===== src/cc_pkg.sv =====
// constants, register map and carrier types for the calibration control block
package cc_pkg;
    // register indices; byte address is four times the index
    localparam logic [9:0] CC_IDX_CTRL_ONE = 10'h060;
    localparam logic [9:0] CC_IDX_CTRL_TWO = 10'h061;
    localparam logic [9:0] CC_IDX_RING_RES = 10'h062;
    localparam logic [9:0] CC_IDX_TIP_RES = 10'h063;
    localparam logic [9:0] CC_IDX_DIFF_RES = 10'h064;
    localparam logic [9:0] CC_IDX_CM_RES = 10'h065;
    localparam int CC_ADDR_W = 12;

    // calibration_control_one fields
    localparam int CC_SYS_CAL_BIT = 6;
    localparam int CC_FAST_SETTLE_BIT = 5;
    // routine numbers; pending vector bit n is routine n
    localparam int CC_NUM_CAL = 9;
    localparam int CC_CAL_CURRENT_LIMIT = 0;
    localparam int CC_CAL_CM_GAIN = 1;
    localparam int CC_CAL_DIFF_GAIN = 2;
    localparam int CC_CAL_TIP = 3;
    localparam int CC_CAL_RING = 4;
    localparam int CC_CTRL_ONE_LSB = 0;
    localparam int CC_CTRL_TWO_FIRST = 5;
    localparam int CC_CTRL_TWO_LSB = 1;
    localparam int CC_RES_W = 5;

    // result resets (low five bits of 0x10 and 0x11)
    localparam logic [4:0] CC_RING_RES_RST = 5'h10;
    localparam logic [4:0] CC_TIP_RES_RST = 5'h10;
    localparam logic [4:0] CC_DIFF_RES_RST = 5'h11;
    localparam logic [4:0] CC_CM_RES_RST = 5'h11;

    // battery settling interval
    localparam int unsigned CC_CLK_MHZ = 200;
    localparam int unsigned CC_SETTLE_SLOW_MS = 300;
    localparam int unsigned CC_SETTLE_FAST_MS = 30;
    localparam int unsigned CC_SETTLE_SLOW_CYC = CC_SETTLE_SLOW_MS * 1000 * CC_CLK_MHZ;
    localparam int unsigned CC_SETTLE_FAST_CYC = CC_SETTLE_FAST_MS * 1000 * CC_CLK_MHZ;
    localparam int CC_CNT_W = 26;

    localparam logic [1:0] CC_RESP_OKAY = 2'h0;
    localparam logic [1:0] CC_RESP_SLVERR = 2'h2;

    typedef enum logic [2:0] {
        CC_ST_IDLE = 3'b001,
        CC_ST_SETTLE = 3'b010,
        CC_ST_RUN = 3'b100
    } cc_state_e;

    typedef struct packed {
        logic awvalid;
        logic [CC_ADDR_W-1:0] awaddr;
        logic wvalid;
        logic [31:0] wdata;
        logic [3:0] wstrb;
        logic bready;
        logic arvalid;
        logic [CC_ADDR_W-1:0] araddr;
        logic rready;
    } cc_axi_req_s;

    typedef struct packed {
        logic awready;
        logic wready;
        logic bvalid;
        logic [1:0] bresp;
        logic arready;
        logic rvalid;
        logic [31:0] rdata;
        logic [1:0] rresp;
    } cc_axi_rsp_s;

    // analog side: one-hot request per routine, done pulse with measured value
    typedef struct packed {
        logic done;
        logic [CC_RES_W-1:0] value;
    } cc_ana_in_s;

    typedef struct packed {
        cc_state_e st;
        logic sys;
        logic fast;
        logic settled;
        logic [CC_NUM_CAL-1:0] pend;
        logic [3:0] cur;
        logic [CC_CNT_W-1:0] cnt;
        logic [3:0][CC_RES_W-1:0] res;
        logic [CC_NUM_CAL-1:0] req;
        logic aw_hold;
        logic [9:0] aw_idx;
        logic w_hold;
        logic [7:0] w_byte;
        logic w_lane0;
        logic awready;
        logic wready;
        logic bvalid;
        logic [1:0] bresp;
        logic arready;
        logic rvalid;
        logic [7:0] rdata;
        logic [1:0] rresp;
    } cc_state_s;
endpackage : cc_pkg


===== src/cc_calibration_control.sv =====
// calibration control/status and gain result registers behind an axi4-lite slave
//
// Decided for this implementation: the AXI4-Lite register port.
`timescale 1ns/1ps
module cc_calibration_control
    import cc_pkg::*;
#(
    parameter int unsigned SETTLE_SLOW_CYCLES = CC_SETTLE_SLOW_CYC,
    parameter int unsigned SETTLE_FAST_CYCLES = CC_SETTLE_FAST_CYC
) (
    input wire logic aclk,
    input wire logic aresetn,
    input wire cc_axi_req_s axi_req,
    output cc_axi_rsp_s axi_rsp,
    input wire cc_ana_in_s ana_in,
    output logic [CC_NUM_CAL-1:0] cal_req,
    output logic sys_cal_busy
);

    cc_state_s s_ff;
    cc_state_s nxt_s;

    localparam logic [CC_CNT_W-1:0] SLOW_LOAD = CC_CNT_W'(SETTLE_SLOW_CYCLES);
    localparam logic [CC_CNT_W-1:0] FAST_LOAD = CC_CNT_W'(SETTLE_FAST_CYCLES);

    function automatic logic is_mapped(input logic [9:0] idx);
        return idx >= CC_IDX_CTRL_ONE && idx <= CC_IDX_CM_RES;
    endfunction : is_mapped

    // result slot of a gain routine: ring 0, tip 1, diff 2, cm 3
    function automatic logic [1:0] res_slot(input logic [3:0] cal);
        case (cal)
            4'(CC_CAL_RING): return 2'h0;
            4'(CC_CAL_TIP): return 2'h1;
            4'(CC_CAL_DIFF_GAIN): return 2'h2;
            default: return 2'h3;
        endcase
    endfunction : res_slot

    function automatic logic [7:0] read_byte(input cc_state_s s, input logic [9:0] idx);
        logic [7:0] v;
        v = 8'h00;
        case (idx)
            CC_IDX_CTRL_ONE: begin
                v[CC_SYS_CAL_BIT] = s.sys;
                v[CC_FAST_SETTLE_BIT] = s.fast;
                v[4:0] = s.pend[4:0];
            end
            CC_IDX_CTRL_TWO: begin
                v[4:1] = s.pend[8:5];
            end
            CC_IDX_RING_RES: v[4:0] = s.res[0];
            CC_IDX_TIP_RES: v[4:0] = s.res[1];
            CC_IDX_DIFF_RES: v[4:0] = s.res[2];
            CC_IDX_CM_RES: v[4:0] = s.res[3];
            default: v = 8'h00;
        endcase
        return v;
    endfunction : read_byte

    always_comb begin
        logic do_write;
        logic found;
        nxt_s = s_ff;
        do_write = 1'b0;
        found = 1'b0;

        // calibration sequencer: one routine at a time, lowest number first
        case (s_ff.st)
            CC_ST_IDLE: begin
                if (s_ff.sys && !s_ff.settled) begin
                    // battery settles once, before the routines of a full calibration
                    nxt_s.cnt = s_ff.fast ? FAST_LOAD : SLOW_LOAD;
                    nxt_s.st = CC_ST_SETTLE;
                end else if (|s_ff.pend) begin
                    for (int i = 0; i < CC_NUM_CAL; i++) begin
                        if (s_ff.pend[i] && !found) begin
                            found = 1'b1;
                            nxt_s.cur = 4'(i);
                            nxt_s.req = CC_NUM_CAL'(1) << i;
                        end
                    end
                    nxt_s.st = CC_ST_RUN;
                end else if (s_ff.sys) begin
                    nxt_s.sys = 1'b0;
                    nxt_s.settled = 1'b0;
                end
            end
            CC_ST_SETTLE: begin
                if (s_ff.cnt <= CC_CNT_W'(1)) begin
                    nxt_s.settled = 1'b1;
                    nxt_s.st = CC_ST_IDLE;
                end else begin
                    nxt_s.cnt = s_ff.cnt - CC_CNT_W'(1);
                end
            end
            CC_ST_RUN: begin
                if (ana_in.done) begin
                    nxt_s.pend[s_ff.cur] = 1'b0;
                    nxt_s.req = '0;
                    if (s_ff.cur >= 4'(CC_CAL_CM_GAIN) && s_ff.cur <= 4'(CC_CAL_RING)) begin
                        nxt_s.res[res_slot(s_ff.cur)] = ana_in.value;
                    end
                    nxt_s.st = CC_ST_IDLE;
                end
            end
            default: begin
                nxt_s.st = CC_ST_IDLE;
                nxt_s.req = '0;
            end
        endcase

        // write address and data are taken independently, in either order
        if (axi_req.awvalid && s_ff.awready) begin
            nxt_s.aw_hold = 1'b1;
            nxt_s.aw_idx = axi_req.awaddr[CC_ADDR_W-1:2];
        end
        if (axi_req.wvalid && s_ff.wready) begin
            nxt_s.w_hold = 1'b1;
            nxt_s.w_byte = axi_req.wdata[7:0];
            nxt_s.w_lane0 = axi_req.wstrb[0];
        end
        if (s_ff.bvalid && axi_req.bready) begin
            nxt_s.bvalid = 1'b0;
        end
        if (s_ff.aw_hold && s_ff.w_hold && !s_ff.bvalid) begin
            do_write = is_mapped(s_ff.aw_idx) && s_ff.w_lane0;
            nxt_s.aw_hold = 1'b0;
            nxt_s.w_hold = 1'b0;
            nxt_s.bvalid = 1'b1;
            nxt_s.bresp = is_mapped(s_ff.aw_idx) ? CC_RESP_OKAY : CC_RESP_SLVERR;
        end
        nxt_s.awready = !nxt_s.aw_hold;
        nxt_s.wready = !nxt_s.w_hold;

        // software writes come after the sequencer: a set beats a same-cycle clear
        if (do_write) begin
            case (s_ff.aw_idx)
                CC_IDX_CTRL_ONE: begin
                    if (s_ff.w_byte[CC_SYS_CAL_BIT]) begin
                        nxt_s.sys = 1'b1;
                        nxt_s.pend = '1;
                    end
                    nxt_s.fast = s_ff.w_byte[CC_FAST_SETTLE_BIT];
                    // writing zero never aborts a routine in progress
                    nxt_s.pend[4:0] = nxt_s.pend[4:0] | s_ff.w_byte[4:0];
                end
                CC_IDX_CTRL_TWO: begin
                    nxt_s.pend[8:5] = nxt_s.pend[8:5] | s_ff.w_byte[4:1];
                end
                CC_IDX_RING_RES: nxt_s.res[0] = s_ff.w_byte[4:0];
                CC_IDX_TIP_RES: nxt_s.res[1] = s_ff.w_byte[4:0];
                CC_IDX_DIFF_RES: nxt_s.res[2] = s_ff.w_byte[4:0];
                CC_IDX_CM_RES: nxt_s.res[3] = s_ff.w_byte[4:0];
                default: nxt_s.bresp = CC_RESP_SLVERR;
            endcase
        end

        // reads see state before any same-cycle write
        if (s_ff.rvalid && axi_req.rready) begin
            nxt_s.rvalid = 1'b0;
            nxt_s.arready = 1'b1;
        end
        if (axi_req.arvalid && s_ff.arready) begin
            nxt_s.arready = 1'b0;
            nxt_s.rvalid = 1'b1;
            nxt_s.rdata = read_byte(s_ff, axi_req.araddr[CC_ADDR_W-1:2]);
            nxt_s.rresp = is_mapped(axi_req.araddr[CC_ADDR_W-1:2]) ? CC_RESP_OKAY : CC_RESP_SLVERR;
        end
    end

    always_ff @(posedge aclk) begin
        if (!aresetn) begin
            s_ff <= '0;
            s_ff.st <= CC_ST_IDLE;
            s_ff.res[0] <= CC_RING_RES_RST;
            s_ff.res[1] <= CC_TIP_RES_RST;
            s_ff.res[2] <= CC_DIFF_RES_RST;
            s_ff.res[3] <= CC_CM_RES_RST;
            s_ff.awready <= 1'b1;
            s_ff.wready <= 1'b1;
            s_ff.arready <= 1'b1;
        end else begin
            s_ff <= nxt_s;
        end
    end

    // one driver for the whole response struct; upper read lanes are always zero
    assign axi_rsp = '{
        awready: s_ff.awready,
        wready: s_ff.wready,
        bvalid: s_ff.bvalid,
        bresp: s_ff.bresp,
        arready: s_ff.arready,
        rvalid: s_ff.rvalid,
        rdata: {24'h000000, s_ff.rdata},
        rresp: s_ff.rresp
    };
    assign cal_req = s_ff.req;
    assign sys_cal_busy = s_ff.sys;

endmodule : cc_calibration_control


===== config.mk =====
export PLATFORM = sky130hd
export DESIGN_NAME = cc_calibration_control
export DESIGN_NICKNAME = d
export VERILOG_FILES = /design/src/cc_pkg.sv /design/src/cc_calibration_control.sv
export SDC_FILE = /design/constraint.sdc
export NUM_CORES = 1
export LEC_CHECK = 0
export BUFFER_PORTS_ARGS = -buffer_cell sky130_fd_sc_hd__buf_4
export CAP_MARGIN = 20
export CORE_MARGIN = 3
export CORE_UTILIZATION = 59
export DETAILED_ROUTE_END_ITERATION = 7
export PLACE_DENSITY = 0.95
export SKIP_CTS_REPAIR_TIMING = 1
export SYNTH_ARGS = -nofsm -noshare
export SYNTH_HDL_FRONTEND = slang
export SYNTH_SLANG_ARGS = --single-unit

===== constraint.sdc =====
create_clock -name aclk -period 6.1 [get_ports aclk]
set_input_delay 0.61 -clock aclk [delete_from_list [all_inputs] [get_ports aclk]]
set_output_delay 0.61 -clock aclk [all_outputs]
set_load 0.01 [all_outputs]

==> flow_metrics.env, run 1 <==
export IMPL_status="finished, final reports clean"
export IMPL_place_hpwl_mm=9.23
export IMPL_antennaDiodeCount=0
export IMPL_hold_ws_ns=0.461
export IMPL_grt_pass1_vias=4567
export IMPL_vias_per_cell=5.91
export IMPL_final_cells=829
export IMPL_finalNetCount=773
export IMPL_seq_area_frac_synth=0.389
export IMPL_dpl_worst_slack_ns=3.32
export IMPL_post_dp_cell_area_sq_um=5850
export IMPL_worstMarginPinSlew_ns=1.12
export IMPL_first_iter_violations=485
export IMPL_synthCells=678
export IMPL_layout_common_cells="dfxtp_1, nand2_1, buf_4, nor2_1, o21ai_0"
export IMPL_vias=4897
export IMPL_report_final_slew_viol_count=0
export IMPL_clock_skew_final_ns=0.0124
export IMPL_finalSetupViolations=0
export IMPL_maxSlewHeadroom=0.247
export IMPL_fin_util=0.675
export IMPL_async_flop_share=0
export IMPL_antenna_found_initial=0
export IMPL_routed_wl_mm=12.9
export IMPL_syn_mean_instance_area_sq_um=8.28
export IMPL_p_leak_nw=2.41
export IMPL_maxCapViolCount=0
export IMPL_vdd_ir_drop_max_uv=126
export IMPL_die_h_um=104
export IMPL_synthToLayoutAreaGrowth_pct=7.91
export IMPL_post_place_cells=812
export IMPL_root_buffer="clkbuf_8"
export IMPL_r2r_end="s_ff[91]"
export IMPL_ys_warnings_count=0
export IMPL_port_buffers=65
export IMPL_io_pins=124
export IMPL_max_freq_ghz=0.351
export IMPL_cts_sinks=109
export IMPL_r2r_start="s_ff[67]"
export IMPL_syn_area_sq_um=5620
export IMPL_p_total_mw=1.28
export IMPL_end_kind="flip-flop"
export IMPL_synth_main_ff_cell="dfxtp_1"
export IMPL_worstSetupEndpoint="s_ff[91]"
export IMPL_fillers=675
export IMPL_min_period_ns=2.85
export IMPL_hold_class="reg2reg"
export IMPL_ys_types=61
export IMPL_cp_data_arrival_time_ns=3.11
export IMPL_ff2ff_path_depth=9
export IMPL_tritoncts="built"
export IMPL_grt_start_max_net_pins=77
export IMPL_grt_pass1_wl_mm=21.1
export IMPL_wire_per_inst_um=15.6
export IMPL_rsz0062_at_grt="no"
export IMPL_grt_use_total=0.232
export IMPL_synth_edff_count=0
export IMPL_place_gp_congestion=0.908
export IMPL_start_kind="flip-flop"
export IMPL_clkLatencyLatePin_ns=0.37
export IMPL_layout_setup_ws_ns=3.25
export IMPL_regArea_sq_um=2180
export IMPL_setup_worst_path_class="reg2reg"
export IMPL_cts_max_level=3
export IMPL_num_rows=34
export IMPL_drc=0
export IMPL_period_share=0.467
export IMPL_rrSetupSlack_ns=3.25
export IMPL_clk_pin_slew_ns=0.10
export IMPL_drive_gt1_frac=0.137
export IMPL_hold_viol_final=0
export IMPL_design_core_area_sq_um=8980
export IMPL_die_area_sq_um=10700
export IMPL_ys_seq_elements=109
export IMPL_dr_pass1_iters=7
export IMPL_final_common_cell="dfxtp_1"
export IMPL_path_max_fanout=15
export IMPL_grt_ovfl_total=0
export IMPL_required_ns=6.36
export IMPL_multi_input_area_sq_um=2970
export IMPL_crit_start="s_ff[67]"
export IMPL_cts_buffer_depth=2
export IMPL_p_per_area_nw_per_um2=211
export IMPL_tns_ns=0
export IMPL_design_area_sq_um=6060
export IMPL_detail_route_antenna_nets=0
export IMPL_start_util=0.626
export IMPL_die_x_um=104
export IMPL_cts_buffers=9
## final cells by class
class	instances	share of cell area
clock buffers	11	0.0233
flip-flops and latches	109	0.360
inverters	12	0.00743
clock inverters	5	0.00991
multi-input cells	499	0.491
repair buffers	67	0.0826
well taps	126	0.0260
## worst min-delay path by stage
stage                          start          to  slack (ns)  cells after the start
after floorplan           cal_req[6]  cal_req[6]        0.43                      2
after global placement    cal_req[7]  cal_req[7]        0.44                      2
after detailed placement  cal_req[4]  cal_req[4]        0.45                      2
after CTS                 cal_req[4]  cal_req[4]        0.46                      2
after global routing      cal_req[4]  cal_req[4]        0.49                      2
final                     cal_req[4]  cal_req[4]        0.46                      2
## metal layers
metal	up-vias	global-route usage	wire [um]
li1	2378	-	-
met1	2216	0.324	5580
met2	282	0.363	5810
met3	21	0.0466	1350
met4	0	0.0712	178
met5	-	0	0
## sequential cells by signal (all words and copies together), names as in the netlist
name,count
s_ff,84
axi_rsp,15
cal_req,9
sys_cal_busy,1
## where the power goes
group,internal [mW],switching [mW]
clock,0.202,0.241
sequential,0.726,0.0152
combinational,0.0402,0.0532
total,0.968,0.310
## cell usage after synthesis (all sizes together) (6+ instances only)
| cell type | n | area (sq um) |
|---|---|---|
| o21ai | 46 | 230 |
| a21boi | 31 | 233 |
| nand2b | 7 | 43.8 |
| or4 | 7 | 60.1 |
| nor2 | 46 | 173 |
| nand3 | 9 | 45.0 |
| nor4 | 12 | 75.1 |
| clkbuf | 30 | 113 |
| nand2 | 90 | 338 |
| nor2b | 12 | 75.1 |
| nor3 | 17 | 90.1 |
| buf | 53 | 397 |
| or3 | 8 | 56.3 |
| inv | 11 | 41.3 |
| o22ai | 7 | 43.8 |
| a31oi | 6 | 37.5 |
| dfxtp | 109 | 2180 |
| and2 | 11 | 68.8 |
| a211oi | 10 | 75.1 |
| mux2i | 26 | 260 |
| a21oi | 37 | 185 |
| xor2 | 12 | 105 |
## cells by family after synthesis
| kind of cell | synth area share |
|---|---|
| and+or+nand+nor | 0.233 |
| AOI/OAI and AO/OA | 0.203 |
| DFF | 0.389 |
| buffers and inverters | 0.0987 |
| muxes | 0.0503 |
| xor gates and xnor gates | 0.0218 |
| adders and majority gates | 0.00445 |
| other | 0.000668 |
## worst max-delay path, cell delays in order (launching register included)
cell and delay [ns]:
dfxtp_1 0.44, inv_1 0.09, ha_1 0.33, o21bai_1 0.24, nor2_1 0.06, a31oi_1 0.48, buf_4 0.31, nor2_1 0.21
and2_1 0.29, o31a_1 0.29
(Power assumes the default switching activity.)
==> run 2: changes to the inputs <==
--- a/config.mk
+++ b/config.mk
@@ -8,9 +8,9 @@
 export BUFFER_PORTS_ARGS = -buffer_cell sky130_fd_sc_hd__buf_4
 export CAP_MARGIN = 20
 export CORE_MARGIN = 3
-export CORE_UTILIZATION = 59
+export CORE_UTILIZATION = 49
 export DETAILED_ROUTE_END_ITERATION = 7
-export PLACE_DENSITY = 0.95
+export PLACE_DENSITY = 0.87
 export SKIP_CTS_REPAIR_TIMING = 1
 export SYNTH_ARGS = -nofsm -noshare
 export SYNTH_HDL_FRONTEND = slang
==> constraint.sdc (replaced) <==
create_clock -name aclk -period 2.3 [get_ports aclk]
set_input_delay 0.23 -clock aclk [delete_from_list [all_inputs] [get_ports aclk]]
set_output_delay 0.23 -clock aclk [all_outputs]
set_load 0.01 [all_outputs]
==> run 2 against run 1 <==
Effect of this change:
- the run now ends with negative setup slack left
- final cell count up 6.2%
- worst setup slack worse by 3.3 ns
- worst hold slack worse by 0.32 ns
- sequential power rose to 2.7 times the previous value
- die area up 19%
- utilization down 8.3 points
- combinational power rose to 2.8 times the previous value
- fmax up 23%
- highest routed layer unchanged
- first-iteration DRC count down 8.7%
- register-to-register slack worse by 3.3 ns
- via count up 4.4%
- critical endpoint is now s_ff[78]
- clock skew up 0.0012 ns
- critical path type unchanged
==> flow_metrics.env, run 2 (synthesis gave the netlist of run 1 again) <==
export IMPL_status="complete, but fails checks"
export IMPL_violations="negative setup slack"
export IMPL_hold_ws_ns=0.139
export IMPL_rrSetupSlack_ns=-0.02
export IMPL_design_core_area_sq_um=11000
export IMPL_grt_pass1_vias=4572
export IMPL_cts_sinks=109
export IMPL_required_ns=2.54
export IMPL_min_period_ns=2.32
export IMPL_cp_data_arrival_time_ns=2.55
export IMPL_top_register="s_ff"
export IMPL_place_hpwl_mm=9.64
export IMPL_gr_usage_met2=0.325
export IMPL_tns_ns=-0.0175
export IMPL_largest_reg_flops=84
export IMPL_met3_usage=0.0342
export IMPL_grt_ovfl_total=0
export IMPL_die_h_um=113
export IMPL_cp_top_family="simple AND/OR/NAND/NOR gates"
export IMPL_hold_viol_final=0
export IMPL_vias_per_cell=5.81
export IMPL_layout_common_cells="dfxtp_1, buf_4, nand2_1, nor2_1, o21ai_0"
export IMPL_drive_gt1_frac=0.196
export IMPL_clk_pin_slew_ns=0.07
export IMPL_period_share=1.01
export IMPL_report_final_slew_viol_count=0
export IMPL_synthToLayoutAreaGrowth_pct=16.4
export IMPL_path_cells="or4_4 > or4_4 > or3_4 > or3_1 > a21oi_2 > o22ai_1"
export IMPL_critPathMostFrequentCell="or4_4"
export IMPL_grt_pass1_wl_mm=22.1
export IMPL_path_max_fanout=5
export IMPL_grt_use_total=0.209
export IMPL_finalNetCount=810
export IMPL_layout_setup_ws_ns=-0.0175
export IMPL_port_buffers=65
export IMPL_grt_start_max_net_pins=50
export IMPL_clkLatencyLatePin_ns=0.36
export IMPL_die_x_um=113
export IMPL_cp_slowest_cell="or4_4"
export IMPL_clock_skew_final_ns=0.0136
export IMPL_cts_buffers=9
export IMPL_start_kind="flip-flop"
export IMPL_tritoncts="built"
export IMPL_vdd_ir_drop_max_uv=323
export IMPL_post_place_cells=864
export IMPL_met1_usage=0.292
export IMPL_critPathBufInv=0
export IMPL_routed_wl_mm=13.9
export IMPL_dpl_worst_slack_ns=0.00429
export IMPL_root_buffer="clkbuf_16"
export IMPL_place_gp_congestion=0.882
export IMPL_vias=5111
export IMPL_io_pins=124
export IMPL_cts_max_level=3
export IMPL_p_per_area_nw_per_um2=592
export IMPL_maxSlewHeadroom=0.582
export IMPL_first_iter_violations=443
export IMPL_p_total_mw=3.87
export IMPL_post_dp_cell_area_sq_um=6160
export IMPL_antennaDiodeCount=0
export IMPL_drc=0
export IMPL_end_kind="flip-flop"
export IMPL_num_rows=38
export IMPL_design_area_sq_um=6540
export IMPL_finalSetupViolations=1
export IMPL_setup_worst_path_class="reg2reg"
export IMPL_start_util=0.509
export IMPL_die_area_sq_um=12800
export IMPL_max_stage_delay_ns=0.54
export IMPL_grt_busiest_layer="met2"
export IMPL_detail_route_antenna_nets=0
export IMPL_fin_util=0.593
export IMPL_final_cells=880
export IMPL_antenna_found_initial=0
export IMPL_final_common_cell="dfxtp_1"
export IMPL_dr_pass1_iters=5
export IMPL_cts_buffer_depth=2
export IMPL_maxCapViolCount=0
export IMPL_worstMarginPinSlew_ns=0.624
export IMPL_rsz0062_at_grt="yes"
export IMPL_p_leak_nw=2.66
export IMPL_wire_per_inst_um=15.8
export IMPL_max_freq_ghz=0.431
export IMPL_hold_class="in2reg"
-- run 2: changes by cell type in the layout (fill, tap and decap cells not counted), moves of 2 or more --
cell       previous run  this run
clkbuf_16             0         9
clkbuf_8             10         1
nor4_1               12         9
o21ai_1               0         3
buf_4                66       104
o21ai_0              46        43
nor4_2                0         3
inv_6                 0         2
-- run 2: cell type report --
cell class,instances,area [sq um]
Fill cell,927,4490
Clock buffer,10,239
Clock inverter,6,80.1
Multi-Input combinational cell,499,3030
Timing Repair Buffer,104,781
Inverter,12,45.0
Tap cell,140,175
Sequential cell,109,2180
-- run 2: tightest hold or removal path, stage by stage --
cell and delay (ns):
buf_4 0.10, nand2_1 0.04, a21boi_0 0.06
-- run 2: final timing paths --
check	startpoint	endpoint	depth (start not counted)
min reg2reg	cal_req[6]	cal_req[6]	2
max	s_ff[72]	s_ff[78]	6
max reg2reg	s_ff[72]	s_ff[78]	6
min	axi_req[60]	s_ff[33]	3
-- run 2: where the power goes --
| part | switching, mW | total, mW | leakage (nW) | internal, mW |
|---|---|---|---|---|
| Sequential | 0.0430 | 1.97 | 0.884 | 1.93 |
| Combinational | 0.147 | 0.259 | 1.62 | 0.111 |
| Clock | 0.747 | 1.64 | 0.152 | 0.894 |
-- run 2: per-layer routing --
metal / routed length, um / part of all wire / up-vias
met4: 333 / 0.024 / 0
met5: 0 / 0 / -
met3: 1080 / 0.078 / 35
met1: 6270 / 0.45 / 2379
li1: - / - / 2456
met2: 6200 / 0.45 / 241
==> run 3: changes to the inputs <==
--- a/config.mk
+++ b/config.mk
@@ -7,6 +7,7 @@
 export LEC_CHECK = 0
 export BUFFER_PORTS_ARGS = -buffer_cell sky130_fd_sc_hd__buf_4
 export CAP_MARGIN = 20
+export CORE_ASPECT_RATIO = 0.8
 export CORE_MARGIN = 3
 export CORE_UTILIZATION = 49
 export DETAILED_ROUTE_END_ITERATION = 7
==> run 3 against run 2 <==
Effect of this change:
- the run still ends with negative setup slack left
- wire length increased by 1.7%
- critical endpoint unchanged
- global-route usage increased by 0.42 points
- worst hold slack improved by 0.0014 ns
- via count decreased by 0.39%
- largest power group unchanged
- first-iteration DRC count increased by 23%
- total power increased by 0.81%
- combinational power increased by 2%
- flip-flop and latch count unchanged
==> flow_metrics.env, run 3 (synthesis gave the netlist of run 1 again) <==
export IMPL_max_freq_ghz=0.433
export IMPL_port_buffers=65
export IMPL_final_common_cell="buf_4"
export IMPL_cts_sinks=109
export IMPL_grt_pass1_wl_mm=22.5
export IMPL_path_cells="or4_4 > or4_4 > or3_4 > or3_1 > a21oi_2 > o22ai_1"
export IMPL_seqPwrFrac=0.504
export IMPL_finalNetCount=813
export IMPL_setup_worst_path_class="reg2reg"
export IMPL_grt_pass1_vias=4561
export IMPL_maxCapViolCount=0
export IMPL_max_stage_delay_ns=0.53
export IMPL_p_int_mw=3.00
export IMPL_min_period_ns=2.31
export IMPL_hold_ws_ns=0.140
export IMPL_p_per_area_nw_per_um2=595
export IMPL_min_path_cells=3
export IMPL_worstMarginPinSlew_ns=0.658
export IMPL_rsz0062_at_grt="yes"
export IMPL_pwr_share_comb=0.068
export IMPL_synthToLayoutAreaGrowth_pct=16.7
export IMPL_end_kind="flip-flop"
export IMPL_antennaDiodeCount=0
export IMPL_place_gp_congestion=0.891
export IMPL_cp_slowest_cell="or4_4"
export IMPL_vias=5091
export IMPL_status="complete, but fails checks"
export IMPL_grt_start_max_net_pins=31
export IMPL_post_dp_cell_area_sq_um=6190
export IMPL_drc=0
export IMPL_drive_gt1_frac=0.201
export IMPL_layout_setup_ws_ns=-0.00932
export IMPL_grt_ovfl_total=0
export IMPL_root_buffer="clkbuf_16"
export IMPL_critPathMostFrequentCell="or4_4"
export IMPL_cts_max_level=3
export IMPL_num_rows=34
export IMPL_rrSetupSlack_ns=-0.009
export IMPL_largest_reg_flops=84
export IMPL_fin_util=0.595
export IMPL_place_hpwl_mm=9.84
export IMPL_grt_use_total=0.213
export IMPL_die_x_um=126
export IMPL_design_area_sq_um=6560
export IMPL_dr_pass1_iters=5
export IMPL_routed_wl_mm=14.1
export IMPL_start_kind="flip-flop"
export IMPL_dpl_worst_slack_ns=-0.0282
export IMPL_cts_buffers=9
export IMPL_switching_share=0.231
export IMPL_vdd_ir_drop_max_uv=410
export IMPL_path_max_fanout=5
export IMPL_layout_common_cells="buf_4, dfxtp_1, nand2_1, nor2_1, o21ai_0"
export IMPL_start_util=0.510
export IMPL_post_place_cells=871
export IMPL_hold_class="in2reg"
export IMPL_hold_viol_final=0
export IMPL_worstHoldEndpoint="s_ff[17]"
export IMPL_report_final_slew_viol_count=0
export IMPL_p_total_mw=3.90
export IMPL_clkLatencyLatePin_ns=0.35
export IMPL_switching_power_mw=0.900
export IMPL_wire_per_inst_um=15.9
export IMPL_die_h_um=102
export IMPL_die_area_sq_um=12800
export IMPL_cp_top_family="simple AND/OR/NAND/NOR gates"
export IMPL_top_register="s_ff"
export IMPL_detail_route_antenna_nets=0
export IMPL_final_cells=887
export IMPL_finalSetupViolations=1
export IMPL_pwr_share_clk=0.429
export IMPL_maxSlewHeadroom=0.560
export IMPL_cp_data_arrival_time_ns=2.55
export IMPL_fillers=953
export IMPL_vias_per_cell=5.74
export IMPL_critPathBufInv=0
export IMPL_required_ns=2.54
export IMPL_tns_ns=-0.00932
export IMPL_io_pins=124
export IMPL_cts_buffer_depth=2
export IMPL_clk_pin_slew_ns=0.07
export IMPL_antenna_found_initial=0
export IMPL_clock_skew_final_ns=0.00669
export IMPL_p_leak_nw=2.67
export IMPL_period_share=1.00
export IMPL_first_iter_violations=545
export IMPL_r2r_start="s_ff[72]"
export IMPL_design_core_area_sq_um=11000
export IMPL_hold_start="axi_req[15]"
export IMPL_ff2ff_path_depth=6
export IMPL_tritoncts="built"
export IMPL_r2r_end="s_ff[78]"
export IMPL_violations="negative setup slack"
run 3: cell count changes in the layout (fill, tap and decap cells not counted), sizes merged:
cell,delta
buf,+3
bufinv,+1
clkbuf,-1
clkinv,+1
inv,-1
run 3: layer usage:
layer | up-vias | part of all wire | track usage
met3 | 22 | 0.10 | 0.0564
met5 | - | 0 | 0
met2 | 271 | 0.44 | 0.316
met1 | 2341 | 0.45 | 0.305
li1 | 2457 | - | -
met4 | 0 | 0.014 | 0.0658
run 3: worst max-delay path by stage:
stage / start / end / slack (ns) / cells after the start
after global routing: s_ff[72] / s_ff[78] / -0.07 / 6
after detailed placement: s_ff[36] / s_ff[61] / -0.03 / 5
after global placement: s_ff[36] / s_ff[61] / -0.01 / 5
final: s_ff[72] / s_ff[78] / -0.009 / 6
after CTS: s_ff[72] / s_ff[92] / -0.12 / 6
after floorplan: s_ff[72] / s_ff[78] / -0.06 / 7
run 3: power groups by stage:
stage          Sequential, mW  Clock [mW]  Combinational [mW]
3_5_place_dp             2.01           0               0.260
5_1_grt                  1.97        1.77               0.291
4_1_cts                  1.96        1.70               0.261
2_1_floorplan            1.99           0               0.201
3_3_place_gp             2.00           0               0.256
6_report                 1.96        1.67               0.263
run 3: cell type report:
cell class	instances	area, sq um	area share
clock buffers	9	225	0.0344
clock inverters	7	98.8	0.0151
inverters	12	45.0	0.00687
multi-input cells	499	3020	0.460
flip-flops and latches	109	2190	0.333
well taps	144	180	0.0275
repair buffers	107	803	0.123
run 3: worst reg2reg max path, cell delays in order (launching register included):
cell	delay, ns
dfxtp_2	0.32
or4_4	0.53
or4_4	0.48
or3_4	0.36
or3_1	0.33
a21oi_2	0.12
o22ai_1	0.07
